## config.mk

```make
export PLATFORM = sky130hd
export DESIGN_NAME = qmu_txstat_rxctl
export DESIGN_NICKNAME = d
export VERILOG_FILES = /design/src/rtl/qmu_ctl_pkg.sv /design/src/rtl/dest_addr_check.sv /design/src/rtl/pause_hold.sv /design/src/rtl/qmu_txstat_rxctl.sv
export SDC_FILE = /design/constraint.sdc
export NUM_CORES = 1
export LEC_CHECK = 0
export ABC_CLOCK_PERIOD_IN_PS = 4100
export BUFFER_PORTS_ARGS = -buffer_cell sky130_fd_sc_hd__buf_2
export CAP_MARGIN = 10
export CORE_MARGIN = 2
export CORE_UTILIZATION = 27
export CTS_CLUSTER_SIZE = 28
export DETAILED_ROUTE_END_ITERATION = 7
export GPL_ROUTABILITY_DRIVEN = 0
export PLACE_DENSITY = 0.52
export REMOVE_ABC_BUFFERS = 1
export SYNTH_ARGS = -nofsm -noshare
export SYNTH_HDL_FRONTEND = slang
export SYNTH_HIERARCHICAL = 1
export SYNTH_SLANG_ARGS = --single-unit
export TNS_END_PERCENT = 20
```

## constraint.sdc

```tcl
create_clock -name core_clk -period 4.1 [get_ports core_clk]
set_input_delay 0.205 -clock core_clk [delete_from_list [all_inputs] [get_ports core_clk]]
set_output_delay 0.205 -clock core_clk [all_outputs]
set_load 0.01 [all_outputs]
```

## src/rtl/qmu_ctl_pkg.sv

```systemverilog
//
// Purpose : constants for the queue manager transmit status and receive control word
// Assumes : 16-bit internal register space, byte addressed
// Notes   : all field positions and offsets live here
//
package qmu_ctl_pkg;

	// ****************************************************
	// register map
	// ****************************************************
	localparam logic [15:0] TX_STATUS_OFF  = 16'h0172;
	localparam logic [15:0] RX_CTRL_OFF    = 16'h0174;
	localparam logic [15:0] RX_CTRL_RESET  = 16'h0800;  // physical address filter on
	localparam logic [15:0] RX_CTRL_WMASK  = 16'hfff3;  // bits 3..2 reserved
	localparam logic [15:0] TX_STATUS_MASK = 16'h303f;  // defined bits only

	// ****************************************************
	// transmit status fields
	// ****************************************************
	localparam int TAG_W      = 6;
	localparam int TS_LATE    = 13;
	localparam int TS_MAXCOL  = 12;

	// ****************************************************
	// receive control fields
	// ****************************************************
	localparam int RC_FLUSH   = 15;
	localparam int RC_UDP     = 14;
	localparam int RC_TCP     = 13;
	localparam int RC_IP      = 12;
	localparam int RC_PHYS    = 11;
	localparam int RC_PAUSE   = 10;
	localparam int RC_CRCACC  = 9;
	localparam int RC_MCFILT  = 8;
	localparam int RC_BCAST   = 7;
	localparam int RC_MCAST   = 6;
	localparam int RC_UCAST   = 5;
	localparam int RC_ALL     = 4;
	localparam int RC_INV     = 1;
	localparam int RC_RUN     = 0;

	// ****************************************************
	// addressing and pause
	// ****************************************************
	localparam int MAC_W      = 48;
	localparam int QUANTA_W   = 16;
	localparam logic [MAC_W-1:0] BCAST_ADDR = 48'hffff_ffff_ffff;
	localparam int GROUP_BIT  = 40;  // lsb of the first octet on the wire

	// match of a byte address against either byte of a register's word
	function automatic logic reg_hit(input logic [15:0] addr, input logic [15:0] off);
		return addr[15:1] == off[15:1];
	endfunction : reg_hit

endpackage : qmu_ctl_pkg

```

## src/rtl/dest_addr_check.sv

```systemverilog
//
// Purpose : destination address acceptance for one received frame
// Assumes : address and hash hit are stable while the frame ends
// Notes   : purely combinational, the caller registers the verdict
//
`timescale 1ns/1ps
module dest_addr_check
	import qmu_ctl_pkg::*;
(
	// frame address
	input  wire logic [MAC_W-1:0] dest_addr,
	input  wire logic             hash_hit,
	input  wire logic [MAC_W-1:0] station_addr,
	// mode bits
	input  wire logic [15:0]      ctrl,
	// verdict
	output logic                  addr_pass
);

	// ****************************************************
	// address class and match
	// ****************************************************
	logic is_bcast;
	logic is_mcast;
	logic own_match;

	// group bit is the first bit on the wire, lsb of the first octet
	always_comb begin
		is_bcast  = dest_addr == BCAST_ADDR;
		is_mcast  = dest_addr[GROUP_BIT];
		// inverse mode turns the station comparison around
		own_match = (dest_addr == station_addr) ^ ctrl[RC_INV];  // RL18
		addr_pass = ctrl[RC_ALL]                                   // RL17
			| (is_bcast & ctrl[RC_BCAST])                          // RL14
			| (is_mcast & ctrl[RC_MCAST])                          // RL15
			| (is_mcast & !is_bcast & ctrl[RC_MCFILT] & hash_hit)  // RL13
			| (!is_mcast & ctrl[RC_UCAST] & own_match)             // RL16
			| (!is_mcast & ctrl[RC_PHYS] & own_match & hash_hit);  // RL10
	end

endmodule : dest_addr_check

```

## src/rtl/pause_hold.sv

```systemverilog
//
// Purpose : hold transmission while a received pause is in force
// Assumes : quanta_tick pulses once per pause quantum of link time
// Notes   : a new pause frame reloads the timer, zero quanta releases at once
//
`timescale 1ns/1ps
module pause_hold
	import qmu_ctl_pkg::*;
(
	// clock and reset
	input  wire logic                core_clk,
	input  wire logic                nrst,
	// pause request
	input  wire logic                load,
	input  wire logic [QUANTA_W-1:0] quanta,
	input  wire logic                quanta_tick,
	// hold out
	output logic                     tx_hold
);

	// ****************************************************
	// pause timer
	// ****************************************************
	logic [QUANTA_W-1:0] count_ff;
	logic [QUANTA_W-1:0] nxt_count;
	logic                hold_ff;
	logic                nxt_hold;

	// reload wins over the countdown so a fresh pause is never lost
	always_comb begin
		nxt_count = count_ff;
		if (load) begin
			nxt_count = quanta;
		end else if (quanta_tick && count_ff != '0) begin
			nxt_count = count_ff - 1'b1;
		end
		nxt_hold = nxt_count != '0;  // RL11
	end

	always_ff @(posedge core_clk or negedge nrst) begin
		if (!nrst) begin
			count_ff <= '0;
			hold_ff  <= 1'b0;
		end else begin
			count_ff <= nxt_count;
			hold_ff  <= nxt_hold;
		end
	end

	assign tx_hold = hold_ff;
endmodule : pause_hold

```

## src/rtl/qmu_txstat_rxctl.sv

```systemverilog
//
// Purpose : transmit status word and first receive control word of the queue manager
// Assumes : mac side strobes are on core_clk; host port is the internal register port
// Notes   : read data is registered and appears one cycle after the read strobe
//
// Summary of operation
// RL1: late collision during a frame sets status bit 13.
// RL2: reaching the collision limit sets status bit 12.
// RL3: status bits 5..0 carry the frame tag; all flags describe that frame.
// RL4: status word at 0x172 holds the latest frame and is read-only.
// RL5: while flush bit 15 is set, clear the receive queue and frame pointer.
// RL6: host clears receive enable before flushing, then clears flush again.
// RL7: with bit 14 set, drop UDP frames with a bad UDP checksum.
// RL8: with bit 13 set, drop TCP frames with a bad TCP checksum.
// RL9: with bit 12 set, drop IP frames with a bad header checksum.
// RL10: bit 11, default one, accepts unicast passing the address filter.
// RL11: bit 10 in full duplex honours pause; host keeps it zero in half duplex.
// RL12: bit 9 stores frames with CRC errors; clear discards them all.
// RL13: bit 8 accepts multicast frames passing the address filter.
// RL14: bit 7 accepts every broadcast frame.
// RL15: bit 6 accepts every multicast frame, broadcast included.
// RL16: bit 5 accepts unicast matching the 48-bit station address.
// RL17: bit 4 accepts every frame whatever its destination.
// RL18: bit 1 turns the address check into inverse filtering.
// RL19: bit 0 runs reception; clearing stops after the current frame.
// RL20: reserved status bits read zero; writes to reserved bits do nothing.
//
`timescale 1ns/1ps
module qmu_txstat_rxctl
	import qmu_ctl_pkg::*;
(
	// clock and reset
	input  wire logic                core_clk,
	input  wire logic                nrst,
	// host register port
	input  wire logic [15:0]         reg_addr,
	input  wire logic                reg_wr_en,
	input  wire logic                reg_rd_en,
	input  wire logic [1:0]          reg_be,
	input  wire logic [15:0]         reg_wdata,
	output logic [15:0]              reg_rdata,
	output logic                     reg_rvalid,
	// transmit result from the mac
	input  wire logic                tx_done,
	input  wire logic [TAG_W-1:0]    tx_done_tag,
	input  wire logic                tx_late_col,
	input  wire logic                tx_max_col,
	// received frame from the mac
	input  wire logic                rx_sof,
	input  wire logic                rx_eof,
	input  wire logic [MAC_W-1:0]    rx_dest_addr,
	input  wire logic                rx_hash_hit,
	input  wire logic                rx_is_ip,
	input  wire logic                rx_ip_ok,
	input  wire logic                rx_is_tcp,
	input  wire logic                rx_tcp_ok,
	input  wire logic                rx_is_udp,
	input  wire logic                rx_udp_ok,
	input  wire logic                rx_crc_err,
	input  wire logic                rx_is_pause,
	input  wire logic [QUANTA_W-1:0] rx_pause_quanta,
	// link state
	input  wire logic [MAC_W-1:0]    station_addr,
	input  wire logic                full_duplex,
	input  wire logic                quanta_tick,
	// queue side
	output logic                     frame_store,
	output logic                     frame_drop,
	output logic                     rx_active,
	output logic                     rxq_clear,
	output logic                     tx_hold
);

	// ****************************************************
	// register state
	// ****************************************************
	logic [15:0] tx_stat_ff;
	logic [15:0] nxt_tx_stat;
	logic [15:0] rx_ctrl_ff;
	logic [15:0] nxt_rx_ctrl;
	logic [15:0] rdata_ff;
	logic [15:0] nxt_rdata;
	logic        rvalid_ff;
	logic        nxt_rvalid;
	logic [15:0] be_mask;

	// status reloads whole on each finished frame, so flags never mix frames
	always_comb begin
		be_mask     = {{8{reg_be[1]}}, {8{reg_be[0]}}};
		nxt_tx_stat = tx_stat_ff;
		if (tx_done) begin
			nxt_tx_stat = '0;                               // RL20
			nxt_tx_stat[TAG_W-1:0] = tx_done_tag;           // RL3
			nxt_tx_stat[TS_LATE]   = tx_late_col;           // RL1
			nxt_tx_stat[TS_MAXCOL] = tx_max_col;            // RL2
		end
		nxt_rx_ctrl = rx_ctrl_ff;
		if (reg_wr_en && reg_hit(reg_addr, RX_CTRL_OFF)) begin
			// reserved positions keep their reset zero
			nxt_rx_ctrl = (rx_ctrl_ff & ~(be_mask & RX_CTRL_WMASK))
				| (reg_wdata & be_mask & RX_CTRL_WMASK);       // RL20
		end
		// host writes to the status word are ignored
		nxt_rvalid = reg_rd_en;
		nxt_rdata  = '0;
		if (reg_rd_en && reg_hit(reg_addr, TX_STATUS_OFF)) begin
			nxt_rdata = tx_stat_ff & TX_STATUS_MASK;        // RL4
		end else if (reg_rd_en && reg_hit(reg_addr, RX_CTRL_OFF)) begin
			nxt_rdata = rx_ctrl_ff;
		end
	end

	always_ff @(posedge core_clk or negedge nrst) begin
		if (!nrst) begin
			tx_stat_ff <= '0;
			rx_ctrl_ff <= RX_CTRL_RESET;
			rdata_ff   <= '0;
			rvalid_ff  <= 1'b0;
		end else begin
			tx_stat_ff <= nxt_tx_stat;
			rx_ctrl_ff <= nxt_rx_ctrl;
			rdata_ff   <= nxt_rdata;
			rvalid_ff  <= nxt_rvalid;
		end
	end

	assign reg_rdata  = rdata_ff;
	assign reg_rvalid = rvalid_ff;

	// ****************************************************
	// frame admission
	// ****************************************************
	logic addr_pass;

	dest_addr_check dest_addr_check_inst (
		.dest_addr    (rx_dest_addr),
		.hash_hit     (rx_hash_hit),
		.station_addr (station_addr),
		.ctrl         (rx_ctrl_ff),
		.addr_pass    (addr_pass)
	);

	logic in_frame_ff;
	logic nxt_in_frame;
	logic active_ff;
	logic nxt_active;
	logic store_ff;
	logic nxt_store;
	logic drop_ff;
	logic nxt_drop;
	logic clear_ff;
	logic nxt_clear;
	logic cksum_bad;
	logic crc_bad;
	logic frame_end;
	logic pause_load;

	// a frame counts only if it started while reception was running
	always_comb begin
		frame_end    = rx_eof && in_frame_ff && !rx_ctrl_ff[RC_FLUSH];  // RL5
		nxt_in_frame = in_frame_ff;
		if (rx_sof && active_ff && !rx_ctrl_ff[RC_FLUSH]) begin
			nxt_in_frame = 1'b1;
		end else if (rx_eof || rx_ctrl_ff[RC_FLUSH]) begin
			nxt_in_frame = 1'b0;
		end
		// stop is deferred while a frame is still arriving
		nxt_active = rx_ctrl_ff[RC_RUN] || (active_ff && nxt_in_frame);  // RL19
		cksum_bad = (rx_ctrl_ff[RC_UDP] && rx_is_udp && !rx_udp_ok)    // RL7
			|| (rx_ctrl_ff[RC_TCP] && rx_is_tcp && !rx_tcp_ok)          // RL8
			|| (rx_ctrl_ff[RC_IP] && rx_is_ip && !rx_ip_ok);            // RL9
		crc_bad   = rx_crc_err && !rx_ctrl_ff[RC_CRCACC];               // RL12
		nxt_store = frame_end && addr_pass && !cksum_bad && !crc_bad;
		nxt_drop  = frame_end && !nxt_store;
		// a flush empties the queue and rewinds the frame pointer
		nxt_clear = rx_ctrl_ff[RC_FLUSH];                               // RL5
		// pause is a half duplex no-op even if the host left the bit set
		pause_load = frame_end && rx_is_pause && !rx_crc_err
			&& rx_ctrl_ff[RC_PAUSE] && full_duplex;                     // RL11
	end

	always_ff @(posedge core_clk or negedge nrst) begin
		if (!nrst) begin
			in_frame_ff <= 1'b0;
			active_ff   <= 1'b0;
			store_ff    <= 1'b0;
			drop_ff     <= 1'b0;
			clear_ff    <= 1'b0;
		end else begin
			in_frame_ff <= nxt_in_frame;
			active_ff   <= nxt_active;
			store_ff    <= nxt_store;
			drop_ff     <= nxt_drop;
			clear_ff    <= nxt_clear;
		end
	end

	assign frame_store = store_ff;
	assign frame_drop  = drop_ff;
	assign rx_active   = active_ff;
	assign rxq_clear   = clear_ff;

	// ****************************************************
	// pause honouring
	// ****************************************************
	pause_hold pause_hold_inst (
		.core_clk    (core_clk),
		.nrst        (nrst),
		.load        (pause_load),
		.quanta      (rx_pause_quanta),
		.quanta_tick (quanta_tick),
		.tx_hold     (tx_hold)
	);
endmodule : qmu_txstat_rxctl
```

==> flow_summary.toml <==
[synthesis]
synth_cells = 322
synth_warnings = 6
netlist_area_mm2 = 0.00355
synth.avg_cell_area_um2 = 11.0

[setup_path]
crit_chain = "nand3b_1, nor2_1, buf_4, clkinv_1, or3_1, o41ai_2, nor4b_2, nand4_1"
cp.arrival_ns = 2.91
worstSetupPathType = "reg -> reg"
crit_path_max_fanout = 19
r2r_cells = 8
endpoint = "pause_hold_inst/tx_hold"
slowest_delay_ns = 0.55
ff2ff_setup_slack_ns = 1.38
end_kind = "register"
worstPathRequired_ns = 4.28
cp-start-kind = "register"
rr_endpoint = "pause_hold_inst/tx_hold"
cp_slowest_cell = "or3_1"

[sta]
fin_crit_sh = 0.665
maxSlewHeadroom = 0.319
rsz0062_at_grt = "no"
skew_ns = 0.00496
slew_violations = 0
setup_violations = 0
hold_viol_final = 0
tightest_slew_ns = 1.02
setup_tns_ns = 0
fin_crit_ns = 2.72
fmax_mhz = 367

[floorplanning]
core_mm2 = 0.0127
pin_count = 194
start_util = 0.279
die_area_mm2 = 0.0141
fp.dieH_um = 119
fp-row-count = 41
fp.dieW_um = 119

[cts]
clkSinkCount = 61
path_clk_slew_ns = 0.06
cts_resized = 0
hold_buffers = 1
clock-root-buffer = "clkbuf_16"
cts_buffer_depth = 2
clk_latency_ns = 0.33
cts_tree = "yes"
htree_levels = 3
cts_buffers = 9
postCtsSetupBuffers = 0

[route]
viasPerCell = 4.74
drtAntennaViolNets = 0
routedWlPerCell_um = 16.1
drt_iter0_drc = 140
dr.pass1.iters = 4
vias = 3316
routed_wl_um = 11200
drc = 0

[finish]
areaGrowthSynthToFinish_pct = 40.4
drive_gt1_frac = 0.497
nets = 694

[global_route]
first_global_vias = 3527
antenna_found_initial = 4
top_usage_layer = "met2"
grt_usage = 0.163
grt_pass1_wl_um = 17900
overflow = 0
grt_max_degree = 59
gr-usage-met3 = 0.0661
met2_usage = 0.264
met1_usage = 0.200

[power_and_ir_drop]
total_power_mw = 2.02
p_leak_nw = 2.41
vdd_ir_drop_max_mv = 0.192
pwr_density_cell_mw_per_mm2 = 406

[place]
hpwl_um = 9220
portBuffers = 190

[job]
drv_cap = 0

[status]
outcome = "completed"

[hold_path]
hold_path_class = "in -> reg"
worst min-delay path by stage:
stage	start	to	slack [ns]	cells past startpoint
final	reg_rd_en	reg_rvalid	0.02	1
after floorplan	nrst	asynchronous set/reset pin	-0.09	0
after global routing	reg_rd_en	reg_rvalid	0.01	1
after detailed placement	nrst	pause_hold_inst/count_ff[5]	0.01	1
after global placement	nrst	pause_hold_inst/count_ff[3]	0.008	1
after CTS	reg_rd_en	reg_rvalid	0.004	1
layout by cell type, fill, tap and decap left out, drive strengths merged, types with 2 or more instances in the layout:
cell type,count
buf,192
dfrtp,60
xor2,48
mux2,25
nor4,21
nand4,19
nor2,16
nand2,14
nor3,12
and2,11
clkbuf,9
o21ai,8
inv,7
a22o,6
a21oi,6
a31oi,6
or4,6
or3,5
clkinv,5
or4b,4
o41ai,4
or2,4
diode,3
o31ai,3
nand2b,2
nand3b,2
o22ai,2
clkinvlp,2
xnor2,2
nand3,2
a41o,2
ha,2
nor4b,2
o31a,2
a211oi,2
through the flow:
stage	hold slack [ns]	area, um^2	setup WS [ns]	std cells	utilization
after floorplan	-0.0906	3510	1.39	316	-
after global placement	0.00821	4690	1.41	680	0.369
after detailed placement	0.0147	4690	1.40	680	0.369
after CTS	0.00435	4980	1.39	697	0.392
after global routing	0.0130	4980	1.10	697	0.392
final	0.0159	4990	1.38	700	0.392
worst max-delay path: cells and delay by family, from the launching register on:
kind                   cells  cell delay [ns]
AOI/OAI and AO/OA          1             0.06
and+or+nand+nor            5             1.36
buffers and inverters      2             0.75
DFF                        1             0.41
routing by layer:
metal	vias to the layer above	share of wire
li1	1618	-
met1	1529	0.42
met2	146	0.47
met3	19	0.092
met4	4	0.014
met5	-	0.0027
layout make-up:
| class | instances | area, um^2 |
|---|---|---|
| diodes | 3 | 7.51 |
| clock inverters | 7 | 51.3 |
| flip-flops and latches | 61 | 1530 |
| inverters | 7 | 26.3 |
| clock buffers | 9 | 225 |
| well taps | 172 | 215 |
| fillers | 1350 | 7730 |
| repair buffers | 193 | 976 |
| multi-input cells | 248 | 1960 |
power by group:
| group | leakage (nW) | total (mW) | internal, mW | switching [mW] |
|---|---|---|---|---|
| combinational | 1.48 | 0.548 | 0.258 | 0.290 |
| clock | 0.132 | 0.696 | 0.410 | 0.286 |
| sequential | 0.798 | 0.780 | 0.684 | 0.0958 |
Note: power is estimated with default switching activity, not from simulation.
